===== src/rtl/ism_pkg.sv =====
// Constants and types for the interrupt source mask block
package ism_pkg;
   // Register offsets on the management bus
   localparam logic [7:0] REG_ANALOG_MASK_B = 8'h19;
   localparam logic [7:0] REG_TACH_MASK = 8'h1a;
   localparam logic [7:0] REG_MISC_MASK = 8'h1b;
   // Mask value after reset and read value of unmapped offsets
   localparam logic [7:0] MASK_RESET = 8'h00;
   localparam logic [7:0] RDATA_UNMAPPED = 8'h00;
   // Writable bits of the misc mask; bit 5 has no function
   localparam logic [7:0] MISC_WRITE_MASK = 8'hdf;
   // Field positions in the misc mask
   localparam int MISC_INT_TEMP = 0;
   localparam int MISC_BATTERY = 1;
   localparam int MISC_ANALOG_8 = 2;
   localparam int MISC_OVERTEMP = 3;
   localparam int MISC_AUTO_COOL = 4;
   localparam int MISC_UNUSED = 5;
   localparam int MISC_INTRUSION = 6;
   localparam int MISC_GENERAL_IO_16 = 7;
   // Lowest analog input held in the upper part of mask B
   localparam int ANALOG_FIRST = 3;
   // Bus slave address, arbitrary value
   localparam logic [6:0] DEV_ADDR = 7'h30;
   // Bits in one bus byte
   localparam logic [3:0] BYTE_BITS = 4'h8;
   // Bus slave states
   typedef enum logic [3:0] {
      ST_IDLE, ST_ADDR, ST_ADDR_ACK, ST_CMD, ST_CMD_ACK,
      ST_WDATA, ST_WDATA_ACK, ST_RDATA, ST_RDATA_ACK
   } ism_state_e;
endpackage


===== src/rtl/ism_line.sv =====
// Bus line synchroniser with edge, start and stop detection
`timescale 1ns/1ps
module ism_line (
   input wire logic clk, // System clock
   input wire logic sys_rst, // Synchronous reset
   input wire logic scl_in, // Bus clock pin level
   input wire logic sda_in, // Bus data pin level
   output logic sda_level, // Synchronised data level
   output logic scl_rise, // Bus clock rising edge
   output logic scl_fall, // Bus clock falling edge
   output logic start_det, // Start or repeated start
   output logic stop_det // Stop condition
);
   logic [2:0] scl_q, scl_d;
   logic [2:0] sda_q, sda_d;

   // Two synchroniser stages plus one history stage
   always_comb begin
      scl_d = {scl_q[1:0], scl_in};
      sda_d = {sda_q[1:0], sda_in};
   end

   always_ff @(posedge clk) begin
      if (sys_rst) begin
         scl_q <= 3'h7;
         sda_q <= 3'h7;
      end else begin
         scl_q <= scl_d;
         sda_q <= sda_d;
      end
   end

   // Only stages 1 and 2 feed the decode
   assign sda_level = sda_q[1];
   assign scl_rise = scl_q[1] & ~scl_q[2];
   assign scl_fall = ~scl_q[1] & scl_q[2];
   assign start_det = scl_q[1] & scl_q[2] & ~sda_q[1] & sda_q[2];
   assign stop_det = scl_q[1] & scl_q[2] & sda_q[1] & ~sda_q[2];
endmodule // ism_line


===== src/rtl/ism_masks.sv =====
// Interrupt source masks with two-wire bus register access
//
// Contract
// - Mask B bits 3 to 7 block analog inputs 3 to 7 while set.
// - The mask at 1Ah blocks tach channel n by bit n while set.
// - The tach mask and the misc mask reset to all zero.
// - Misc bit 0 blocks the internal temperature channel.
// - Misc bit 1 blocks the battery voltage channel.
// - Misc bit 2 blocks analog input 8.
// - Misc bit 3 blocks overtemperature events.
// - Misc bit 4 blocks automatic cooling control events.
// - Misc bit 5 does nothing and always reads zero.
// - Misc bit 6 blocks the chassis intrusion input.
// - Misc bit 7 blocks general I/O line 16.
`timescale 1ns/1ps
module ism_masks (
   input wire logic clk, // System clock, 200 MHz
   input wire logic sys_rst, // Synchronous reset, active high
   input wire logic scl_in, // Bus clock pin
   input wire logic sda_in, // Bus data pin level
   output logic sda_o, // Bus data drive value
   output logic sda_oe, // Bus data drive enable
   input wire logic [4:0] analog_status, // Pending analog inputs 3..7
   input wire logic [7:0] tach_status, // Pending tach channels 0..7
   input wire logic [7:0] misc_status, // Pending misc sources
   output logic [4:0] analog_irq, // Unmasked analog requests
   output logic [7:0] tach_irq, // Unmasked tach requests
   output logic [7:0] misc_irq, // Unmasked misc requests
   output logic irq_any // Combined request
);
   logic sda_level;
   logic scl_rise;
   logic scl_fall;
   logic start_det;
   logic stop_det;
   ism_pkg::ism_state_e state_q, state_d;
   logic [3:0] cnt_q, cnt_d;
   logic [7:0] sh_q, sh_d;
   logic [7:0] ptr_q, ptr_d;
   logic rw_q, rw_d;
   logic oe_q, oe_d;
   logic wr_stb;
   logic [7:0] an_mask_q, an_mask_d;
   logic [7:0] tach_mask_q, tach_mask_d;
   logic [7:0] misc_mask_q, misc_mask_d;
   logic [4:0] analog_irq_q, analog_irq_d;
   logic [7:0] tach_irq_q, tach_irq_d;
   logic [7:0] misc_irq_q, misc_irq_d;
   logic irq_q, irq_d;
   logic sda_o_q;

   // Read mux for the mask registers
   function automatic logic [7:0] reg_read(input logic [7:0] addr,
         input logic [7:0] an, input logic [7:0] ta, input logic [7:0] mi);
      logic [7:0] r;
      r = ism_pkg::RDATA_UNMAPPED;
      if (addr == ism_pkg::REG_ANALOG_MASK_B) r = an;
      if (addr == ism_pkg::REG_TACH_MASK) r = ta;
      if (addr == ism_pkg::REG_MISC_MASK) r = mi & ism_pkg::MISC_WRITE_MASK;
      return r;
   endfunction

   ism_line u_line (
      .clk(clk),
      .sys_rst(sys_rst),
      .scl_in(scl_in),
      .sda_in(sda_in),
      .sda_level(sda_level),
      .scl_rise(scl_rise),
      .scl_fall(scl_fall),
      .start_det(start_det),
      .stop_det(stop_det)
   );

   // Bus slave: byte write and byte read with repeated start
   always_comb begin
      state_d = state_q;
      cnt_d = cnt_q;
      sh_d = sh_q;
      ptr_d = ptr_q;
      rw_d = rw_q;
      oe_d = oe_q;
      wr_stb = 1'b0;
      if (stop_det) begin
         state_d = ism_pkg::ST_IDLE;
         oe_d = 1'b0;
      end else if (start_det) begin
         state_d = ism_pkg::ST_ADDR;
         cnt_d = 4'h0;
         oe_d = 1'b0;
      end else begin
         unique case (state_q)
            ism_pkg::ST_IDLE: begin
               oe_d = 1'b0;
            end
            ism_pkg::ST_ADDR, ism_pkg::ST_CMD, ism_pkg::ST_WDATA: begin
               if (scl_rise && cnt_q != ism_pkg::BYTE_BITS) begin
                  sh_d = {sh_q[6:0], sda_level};
                  cnt_d = cnt_q + 4'h1;
               end else if (scl_fall && cnt_q == ism_pkg::BYTE_BITS) begin
                  cnt_d = 4'h0;
                  oe_d = 1'b1;
                  if (state_q == ism_pkg::ST_ADDR) begin
                     rw_d = sh_q[0];
                     if (sh_q[7:1] == ism_pkg::DEV_ADDR) begin
                        state_d = ism_pkg::ST_ADDR_ACK;
                     end else begin
                        oe_d = 1'b0;
                        state_d = ism_pkg::ST_IDLE;
                     end
                  end else if (state_q == ism_pkg::ST_CMD) begin
                     ptr_d = sh_q;
                     state_d = ism_pkg::ST_CMD_ACK;
                  end else begin
                     wr_stb = 1'b1;
                     state_d = ism_pkg::ST_WDATA_ACK;
                  end
               end
            end
            ism_pkg::ST_ADDR_ACK, ism_pkg::ST_CMD_ACK,
            ism_pkg::ST_WDATA_ACK: begin
               if (scl_fall) begin
                  oe_d = 1'b0;
                  cnt_d = 4'h0;
                  if (state_q != ism_pkg::ST_ADDR_ACK) begin
                     state_d = ism_pkg::ST_WDATA;
                  end else if (rw_q) begin
                     sh_d = reg_read(ptr_q, an_mask_q, tach_mask_q,
                        misc_mask_q);
                     oe_d = ~sh_d[7];
                     state_d = ism_pkg::ST_RDATA;
                  end else begin
                     state_d = ism_pkg::ST_CMD;
                  end
               end
            end
            ism_pkg::ST_RDATA: begin
               if (scl_rise && cnt_q != ism_pkg::BYTE_BITS) begin
                  cnt_d = cnt_q + 4'h1;
               end else if (scl_fall && cnt_q == ism_pkg::BYTE_BITS) begin
                  oe_d = 1'b0;
                  cnt_d = 4'h0;
                  state_d = ism_pkg::ST_RDATA_ACK;
               end else if (scl_fall) begin
                  sh_d = {sh_q[6:0], 1'b0};
                  oe_d = ~sh_d[7];
               end
            end
            ism_pkg::ST_RDATA_ACK: begin
               if (scl_rise) begin
                  cnt_d = {3'h0, sda_level}; // Nonzero means not acked
               end else if (scl_fall) begin
                  if (cnt_q == 4'h0) begin
                     sh_d = reg_read(ptr_q, an_mask_q, tach_mask_q,
                        misc_mask_q);
                     oe_d = ~sh_d[7];
                     state_d = ism_pkg::ST_RDATA;
                  end else begin
                     state_d = ism_pkg::ST_IDLE;
                  end
               end
            end
         endcase
      end
   end

   always_ff @(posedge clk) begin
      if (sys_rst) begin
         state_q <= ism_pkg::ST_IDLE;
         cnt_q <= 4'h0;
         sh_q <= 8'h00;
         ptr_q <= 8'h00;
         rw_q <= 1'b0;
         oe_q <= 1'b0;
         sda_o_q <= 1'b0;
      end else begin
         state_q <= state_d;
         cnt_q <= cnt_d;
         sh_q <= sh_d;
         ptr_q <= ptr_d;
         rw_q <= rw_d;
         oe_q <= oe_d;
         sda_o_q <= 1'b0; // Open drain: only ever pulls low
      end
   end

   // Mask register writes
   always_comb begin
      an_mask_d = an_mask_q;
      tach_mask_d = tach_mask_q;
      misc_mask_d = misc_mask_q;
      if (wr_stb && ptr_q == ism_pkg::REG_ANALOG_MASK_B) begin
         an_mask_d = sh_q;
      end
      if (wr_stb && ptr_q == ism_pkg::REG_TACH_MASK) begin
         tach_mask_d = sh_q;
      end
      if (wr_stb && ptr_q == ism_pkg::REG_MISC_MASK) begin
         misc_mask_d = sh_q & ism_pkg::MISC_WRITE_MASK;
      end
   end

   always_ff @(posedge clk) begin
      if (sys_rst) begin
         an_mask_q <= ism_pkg::MASK_RESET;
         tach_mask_q <= ism_pkg::MASK_RESET;
         misc_mask_q <= ism_pkg::MASK_RESET;
      end else begin
         an_mask_q <= an_mask_d;
         tach_mask_q <= tach_mask_d;
         misc_mask_q <= misc_mask_d;
      end
   end

   // Gating of pending status; status itself is never touched
   always_comb begin
      analog_irq_d = analog_status
         & ~an_mask_q[7:ism_pkg::ANALOG_FIRST];
      tach_irq_d = tach_status & ~tach_mask_q;
      // Bits 0-4, 6, 7 gate their sources; bit 5 has none
      misc_irq_d = misc_status & ~misc_mask_q
         & ism_pkg::MISC_WRITE_MASK;
      irq_d = |{analog_irq_d, tach_irq_d, misc_irq_d};
   end

   always_ff @(posedge clk) begin
      if (sys_rst) begin
         analog_irq_q <= 5'h00;
         tach_irq_q <= 8'h00;
         misc_irq_q <= 8'h00;
         irq_q <= 1'b0;
      end else begin
         analog_irq_q <= analog_irq_d;
         tach_irq_q <= tach_irq_d;
         misc_irq_q <= misc_irq_d;
         irq_q <= irq_d;
      end
   end

   assign sda_o = sda_o_q;
   assign sda_oe = oe_q;
   assign analog_irq = analog_irq_q;
   assign tach_irq = tach_irq_q;
   assign misc_irq = misc_irq_q;
   assign irq_any = irq_q;
endmodule // ism_masks


===== config.mk =====
export PLATFORM = sky130hd
export DESIGN_NAME = ism_masks
export DESIGN_NICKNAME = d
export VERILOG_FILES = /design/src/rtl/ism_pkg.sv /design/src/rtl/ism_line.sv /design/src/rtl/ism_masks.sv
export SDC_FILE = /design/constraint.sdc
export NUM_CORES = 1
export LEC_CHECK = 0
export ABC_CLOCK_PERIOD_IN_PS = 2700
export BUFFER_PORTS_ARGS = -buffer_cell sky130_fd_sc_hd__buf_2
export CORE_MARGIN = 2
export CORE_UTILIZATION = 51
export CTS_CLUSTER_SIZE = 30
export DETAILED_ROUTE_END_ITERATION = 10
export PLACE_DENSITY_LB_ADDON = 0.05
export SLEW_MARGIN = 20
export SYNTH_ARGS = -nofsm -noshare
export SYNTH_HDL_FRONTEND = slang
export SYNTH_SLANG_ARGS = --single-unit

===== constraint.sdc =====
create_clock -name clk -period 2.7 [get_ports clk]
set_input_delay 0.27 -clock clk [delete_from_list [all_inputs] [get_ports clk]]
set_output_delay 0.27 -clock clk [all_outputs]
set_load 0.005 [all_outputs]

# Word-level counts from Yosys, hierarchy flattened

Cells that the tools add are included.

Output and inout bits: 24
Register bits after elaboration: 77
Input port bits: 25

Muxes and demuxes: 68
$add $sub $neg: 1
Reduce and logical (&&, ||, !) cells: 23
Bitwise logic cells: 24
Eq/ne operators: 38

Operators with widths:

| operator                                            | count |
|---|---|
| 2-to-1 mux 8 bit                                    | 25 |
| 2-to-1 mux 4 bit                                    | 13 |
| case mux 8 bit (4 select lines)                     | 1 |
| inequality test 3 bit, second input constant        | 9 |
| inequality test 2 bit, second input constant        | 13 |
| equality test 8 x 5 -> 1 bit, second input constant | 3 |
| AND reduction 8 bit                                 | 3 |
| 2-to-1 mux 1 bit                                    | 21 |
| OR reduction 20 bit                                 | 1 |
| AND 8 bit                                           | 2 |
| equality test 4 x 3 -> 1 bit, second input constant | 4 |
| NOT 8 bit                                           | 2 |
| case mux 4 bit (4 select lines)                     | 1 |
| AND reduction 13 bit                                | 1 |
| case mux 4 bit (3 select lines)                     | 1 |
| NOT 1 bit                                           | 11 |
| 2-to-1 mux 3 bit                                    | 3 |
| OR reduction 3 bit                                  | 3 |
| equality test 4 x 2 -> 1 bit, second input constant | 2 |
| equality test 4 bit, second input constant          | 2 |
| zero test 4 bit                                     | 2 |
| nonzero test 4 bit                                  | 2 |
| AND 1 bit                                           | 7 |
| equality test 7 x 6 -> 1 bit, second input constant | 1 |
| 16 further kinds                                    | 21 |

# Longest topological paths before layout

Gate-level depths: netlist (run 1).

Word-level depth: 15
Mapped depth: 8

# By module

A second synthesis (run 1) with hierarchy kept.

Cells, all modules: 389
Area, all modules: 3559.7 sq um

Modules (own cells, without submodules):

| module    | sequential area each (sq um) | area an instance (sq um) | times used | cells an instance |
|---|---|---|---|---|
| ism_masks | 1401.3                       | 3369.5                   | 1          | 373 |
| ism_line  | 120.1                        | 190.2                    | 1          | 16 |

# Worst setup path before layout (run 1)

Ideal clock, no wire load.

Kind: reg-to-reg
Start point: reg cnt_q[0]
End point: reg sh_q[5]
Library setup time: 0.121 ns
Period minus slack after synthesis: 2.192 ns
Setup slack: 0.508 ns
Arrival time: 2.071 ns
Path buffers: 0
Stages on the path, launching flop included: 8
Cell sequence: dfxtp_1 inv_1 ha_1 nand3b_1 nor3_1 or4_4 or3_4 mux2_4

Word-level cells in the longest chain between the ends: 4
Elaborated cells on any way between the ends: 10
Those cells by class: eq/ne (6); reduce/logical (4)

RTL lines:

| element                                                      | line                                                | source |
|---|---|---|
| from (decl)                                                  | ism_masks.sv:37                                     | `logic [3:0] cnt_q, cnt_d;` |
| from (signal assigned)                                       | ism_masks.sv:178                                    | `cnt_q <= cnt_d;` |
| equality test 4 bit or inequality test 4 bit (tied branches) | ism_masks.sv:140, ism_masks.sv:97, ism_masks.sv:138 |  |
| logical AND 1 bit (on tied branches)                         | ism_masks.sv:140, ism_masks.sv:97, ism_masks.sv:138 |  |
| inequality test 2 bit (no source line)                       | --                                                  |  |
| AND reduction 13 bit (no source line) *                      | --                                                  |  |
| to (signal assigned)                                         | ism_masks.sv:171                                    | `sh_q <= 8'h00;` |
| to (signal assigned)                                         | ism_masks.sv:179                                    | `sh_q <= sh_d;` |
| to (decl)                                                    | ism_masks.sv:38                                     | `logic [7:0] sh_q, sh_d;` |

Mark *: on every way between the ends. The rest lies on a longest branch, timed or not.
A chain may end at the register's enable or synchronous reset.

# Worst setup path in the final report (run 1)

Start point: reg state_q[3]
End point: reg sh_q[3]

Word-level cells in the longest chain between the ends: 4
Elaborated cells on any way between the ends: 24
Those cells by class: eq/ne (19); mux (1); reduce/logical (4)

RTL lines:

| element                                                                      | line             | source |
|---|---|---|
| from (decl)                                                                  | ism_masks.sv:36  | `ism_pkg::ism_state_e state_q, state_d;` |
| from (signal assigned)                                                       | ism_masks.sv:169 | `state_q <= ism_pkg::ST_IDLE;` |
| from (signal assigned)                                                       | ism_masks.sv:177 | `state_q <= state_d;` |
| equality test 4 x 2 -> 1 bit, or another cell as far along                   | ism_masks.sv:92  | `unique case (state_q)` |
| OR reduction 3 bit                                                           | ism_masks.sv:92  |  |
| inequality test 2 bit (no source line) or nonzero test 4 bit (tied branches) | --               |  |
| AND reduction 13 bit (no source line)                                        | --               |  |

Several ways; a longest one is shown, not always the timed one.

==> results of run 1 <==
worst reg2reg max path, stage by stage (launching register included):
cell	delay [ps]
dfxtp_1	600
nand2b_2	280
nor3_1	140
or4_4	580
nor3_4	360
mux2_2	380
worst paths after layout:
check | start | end | slack, ps
max | state_q[3]$_SDFFE_PP0P_ | sh_q[3]$_SDFFE_PP0P_ | 240
min | scl_in | u_line.scl_q[0]$_SDFF_PP1_ | 100
max reg2reg | state_q[3]$_SDFFE_PP0P_ | sh_q[3]$_SDFFE_PP0P_ | 240
min reg2reg | u_line.sda_q[0]$_SDFF_PP1_ | u_line.sda_q[1]$_SDFF_PP1_ | 410
report_power, final:
| part | internal, mW | total [mW] | switching (mW) |
|---|---|---|---|
| Combinational | 0.0535 | 0.119 | 0.0652 |
| Clock | 0.347 | 0.796 | 0.449 |
| Sequential | 1.14 | 1.15 | 0.0105 |
per-stage QoR:
| step | instances | worst slack (ps) | cell area, sq um |
|---|---|---|---|
| after global placement | 524 | 300 | 3930 |
| after detailed placement | 524 | 273 | 3930 |
| after floorplan | 395 | 508 | 3590 |
| after CTS | 540 | 242 | 4110 |
| after global routing | 540 | 116 | 4110 |
| final | 540 | 238 | 4110 |
area by class of cell:
class	instances	area (sq um)
multi-input combinational	285	1920
inverter	9	33.8
sequential	76	1520
fill	598	2680
clock inverter	7	61.3
tap	96	120
timing repair buffer	58	335
clock buffer	9	124
synthesized netlist by cell type (all sizes together), types with 3 or more instances:
| cell | count | area (sq um) |
|---|---|---|
| nor3 | 9 | 56.3 |
| o21ai | 4 | 20.0 |
| nand2 | 15 | 58.8 |
| inv | 9 | 33.8 |
| buf | 9 | 58.8 |
| o21a | 3 | 22.5 |
| nor2 | 50 | 188 |
| and3 | 3 | 18.8 |
| nor2b | 20 | 125 |
| nor4b | 3 | 32.5 |
| or2 | 7 | 43.8 |
| and2 | 5 | 31.3 |
| nand4 | 5 | 31.3 |
| a22o | 7 | 61.3 |
| mux2i | 33 | 330 |
| nand3 | 19 | 95.1 |
| clkbuf | 16 | 60.1 |
| mux2 | 14 | 165 |
| dfxtp | 76 | 1520 |
| nand2b | 18 | 115 |
| a21o | 3 | 22.5 |
| a31oi | 3 | 18.8 |
| a21oi | 18 | 90.1 |
flip-flops by register name (all words and copies together) (netlist names):
register / flops
cnt_q: 4
misc_irq: 7
tach_irq: 8
state_q: 4
u_line.sda_q: 3
irq_any: 1
tach_mask_q: 8
analog_irq: 5
sda_oe: 1
rw_q: 1
sh_q: 8
ptr_q: 8
u_line.scl_q: 3
misc_mask_q: 7
an_mask_q: 8
layer usage:
layer  track usage [%]  wire, microns  share of wire (%)  vias up
li1                  -              -                  -     1484
met1              32.2           4060                 49     1324
met2              32.2           3400                 41      106
met3              4.90            603                7.3       11
met4              8.95            153                1.9        0
met5                 0              0                  0        -
cells by family after synthesis:
| group | count (synthesis) |
|---|---|
| other | 1 |
| adder cells (fa/ha/maj) | 2 |
| multiplexers | 47 |
| AND/OR/NAND/NOR | 172 |
| flip-flops | 76 |
| buffers and inverters | 34 |
| XOR/XNOR | 2 |
| AO/OA/AOI/OAI | 60 |
==> results_dict.tcl, run 1 <==
set metrics [dict create \
    crit_type "reg -> reg" \
    hold_viol_final 0 \
    drtIter0Drc 229 \
    die_w_microns 87.9 \
    cp_num_buf_inv 0 \
    synth-simple-area-share_pct 26.5 \
    cts_root_buf "clkbuf_8" \
    clock_latency_ps 350 \
    avgSynthCellArea_sq_um 9.10 \
    max_freq_ghz 0.406 \
    period_minus_slack_ps 2460 \
    io_pins 49 \
    antenna_cells 0 \
    power_density_nw_per_um2 503 \
    drt-total-wl_mm 8.22 \
    detail_route.wl_per_cell_microns 15.2 \
    startpoint_type "register" \
    clk_pin_slew_ps 80 \
    ys_seq_area_share_pct 42.4 \
    period_share_pct 91.2 \
    first_pass_iters 5 \
    hold_depth 2 \
    grt_pass1_vias 2678 \
    worst_slew_pin_slew_ps 678 \
    antenna_found_initial 0 \
    synth_xor_xnor_area_share_pct 0.488 \
    row_count 30 \
    synth_compound_area_share_pct 11.7 \
    dpl.hpwl_mm 5.86 \
    fin_hold_ws_ps 98.2 \
    ir_drop_v 0.000371 \
    ys_ff_latch 76 \
    worstHoldPathType "in -> reg" \
    cp_data_arrival_time_ps 2700 \
    muxShareOfSynthArea_pct 13.8 \
    path_depth 5 \
    synth_top_family_by_area "simple AND/OR/NAND/NOR gates" \
    cts_setup_buffers 0 \
    yosysWarnings 0 \
    place.gp.congestion 0.902 \
    slew_violations 0 \
    dieArea_sq_um 7720 \
    status "finished, final reports clean" \
    synth_fa_ha_area_share_pct 0.698 \
    ctsHoldBuffers 0 \
    leakagePower_nw 1.81 \
    die_h_microns 87.9 \
    path_delay_family "simple AND/OR/NAND/NOR gates" \
    setup_viol 0 \
    num-nets-final 466 \
    tns_ps 0 \
    cp_max_fo 13 \
    remaining_drc_errors 0 \
    core_sq_um 6790 \
    finalClockSkew_ps 10.7 \
    max_stage_delay_ps 600 \
    layout-drive-gt1-share_pct 23.4 \
    clock-sinks 76 \
    maxCapViolCount 0 \
    track_usage_pct 22.3 \
    netlist_area_sq_um 3590 \
    start_util_pct 52.8 \
    utilization_pct 60.5 \
    relSlewSlack_pct 54.4 \
    reg2reg_depth 5 \
    slowest_stage "dfxtp_1" \
    ys.flop_type "dfxtp_1" \
    rsz0062_at_grt "false" \
    ys_types 64 \
    grt_max_degree 60 \
    synthCells 394 \
    final_common_cell "dfxtp_1" \
    grt_overflow_total 0 \
    ant_nets 0 \
    grt_pass1_wl_mm 13.2 \
    total_power_mw 2.07 \
    htree_levels 3 \
    synth-edff-count 0 \
    postCtsResizedCells 0 \
    via_count 2925 \
    cp.required_ps 2940 \
    end_kind "register" \
    clockBufferDepth 2 \
    crit_chain "nand2b_2 > nor3_1 > or4_4 > nor3_4 > mux2_2" \
    viasPerCell 5.42 \
    final_cell_mix "76 x dfxtp_1, 50 x nor2_1, 45 x buf_2, 33 x mux2i_1, 20 x nor2b_1" \
    area_growth_pct 14.7 \
    port_buffers 45 \
    cts-buffers-inserted 9 \
    async_reset_ff_share_pct 0 \
    cts_tree "built" \
]
Note: power is estimated with default switching activity, not from simulation.
==> run 2: changes to the inputs <==
--- a/config.mk
+++ b/config.mk
@@ -7,6 +7,7 @@
 export LEC_CHECK = 0
 export ABC_CLOCK_PERIOD_IN_PS = 2700
 export BUFFER_PORTS_ARGS = -buffer_cell sky130_fd_sc_hd__buf_2
+export CORE_ASPECT_RATIO = 1.25
 export CORE_MARGIN = 2
 export CORE_UTILIZATION = 51
 export CTS_CLUSTER_SIZE = 30
==> run 2 against run 1 <==
  * Register-to-register slack barely moved
  * First-iteration DRC count fell by 20%
  * Global-route usage up 1.1 points
  * Largest power group unchanged
  * Wire length grew 5.9%
  * Highest routed layer unchanged
==> results_dict.tcl, run 2 (same netlist as run 1, synthesis figures left out) <==
set metrics [dict create \
    layout-drive-gt1-share_pct 23.8 \
    critPathLaunch "cnt_q[0]$_SDFFE_PP0P_" \
    grt_overflow_total 0 \
    viasPerCell 5.57 \
    dpl.hpwl_mm 6.20 \
    cts_root_buf "clkbuf_8" \
    cp_data_arrival_time_ps 2720 \
    clock_latency_ps 360 \
    final_cell_mix "76 x dfxtp_1, 50 x nor2_1, 45 x buf_2, 33 x mux2i_1, 20 x nor2b_1" \
    crit_chain "inv_1 > ha_1 > nand3b_1 > nor3_1 > or4_4 > nor3_4 > mux2_2" \
    die_w_microns 79 \
    slew_violations 0 \
    htree_levels 3 \
    path_delay_family "simple AND/OR/NAND/NOR gates" \
    finalClockSkew_ps 8.62 \
    worstHoldPathType "in -> reg" \
    cp.required_ps 2950 \
    area_growth_pct 15.8 \
    cts_tree "built" \
    via_count 2988 \
    reg2reg_from "cnt_q[0]$_SDFFE_PP0P_" \
    cp_num_buf_inv 1 \
    maxCapViolCount 0 \
    hold_viol_final 0 \
    final_common_cell "dfxtp_1" \
    clock-sinks 76 \
    port_buffers 45 \
    max_stage_delay_ps 590 \
    dieArea_sq_um 7720 \
    io_pins 49 \
    ctsHoldBuffers 0 \
    relSlewSlack_pct 49.3 \
    num-nets-final 468 \
    crit_type "reg -> reg" \
    grt_max_degree 73 \
    row_count 34 \
    period_share_pct 91.5 \
    grt_pass1_vias 2896 \
    leakagePower_nw 1.85 \
    setup_viol 0 \
    ir_drop_v 0.000334 \
    core_sq_um 6890 \
    drtIter0Drc 184 \
    antenna_found_initial 0 \
    detail_route.wl_per_cell_microns 16.2 \
    cts-buffers-inserted 9 \
    max_freq_ghz 0.405 \
    remaining_drc_errors 0 \
    clockBufferDepth 2 \
    grt_pass1_wl_mm 14.0 \
    ant_nets 0 \
    antenna_cells 0 \
    slowest_stage "or4_4" \
    rsz0062_at_grt "false" \
    first_pass_iters 4 \
    cts_setup_buffers 0 \
    fin_hold_ws_ps 93.4 \
    start_util_pct 52.0 \
    cp_max_fo 6 \
    period_minus_slack_ps 2470 \
    min-delay-start "sda_in" \
    status "finished, final reports clean" \
    end_kind "register" \
    power_density_nw_per_um2 547 \
    tns_ps 0 \
    drt-total-wl_mm 8.70 \
    postCtsResizedCells 0 \
    startpoint_type "register" \
    track_usage_pct 23.4 \
    place.gp.congestion 0.913 \
    worst_slew_pin_slew_ps 754 \
    clk_pin_slew_ps 80 \
    total_power_mw 2.27 \
    die_h_microns 97.8 \
]
[run 2: cell count changes in the layout (fill, tap and decap cells not counted)]
cell / change
buf_4: +3
bufinv_16: +2
clkinvlp_4: -2
buf_12: -1
clkbuf_8: +1
inv_8: -1
[run 2: cell type report]
class / count / area, sq um
Clock buffer: 10 / 138
Clock inverter: 6 / 95.1
Fill cell: 643 / 2740
Inverter: 9 / 33.8
Multi-Input combinational cell: 285 / 1920
Sequential cell: 76 / 1520
Tap cell: 90 / 113
Timing Repair Buffer: 60 / 338
[run 2: final timing paths]
kind | to | slack [ps] | cells after the start
min | u_line.sda_q[0]$_SDFF_PP1_ | 90 | 2
max | sh_q[0]$_SDFFE_PP0P_ | 230 | 7
max reg2reg | sh_q[0]$_SDFFE_PP0P_ | 230 | 7
min reg2reg | u_line.scl_q[1]$_SDFF_PP1_ | 410 | 1
[run 2: layer usage]
layer | part of all wire (%) | vias up | global-route usage (%) | wire length [microns]
met3 | 3.4 | 27 | 3.79 | 296
met1 | 42 | 1410 | 27.0 | 3660
met2 | 51 | 68 | 40.7 | 4430
li1 | - | 1483 | - | -
met5 | 0 | - | 0 | 0
met4 | 3.6 | 0 | 12.9 | 316
[run 2: per-stage QoR]
stage	cell area, sq um	cells	util (%)	setup slack, ps
6_report	4150	536	60.3	230
3_5_place_dp	3920	520	56.9	253
4_1_cts	4150	536	60.3	236
5_1_grt	4150	536	60.3	105
2_1_floorplan	3590	395	-	508
3_3_place_gp	3920	520	56.9	322
[run 2: power breakdown]
part	switching (mW)	internal, mW	total [mW]
logic	0.0646	0.0515	0.116
clock network	0.448	0.554	1.00
registers	0.0113	1.14	1.15
total	0.524	1.75	2.27
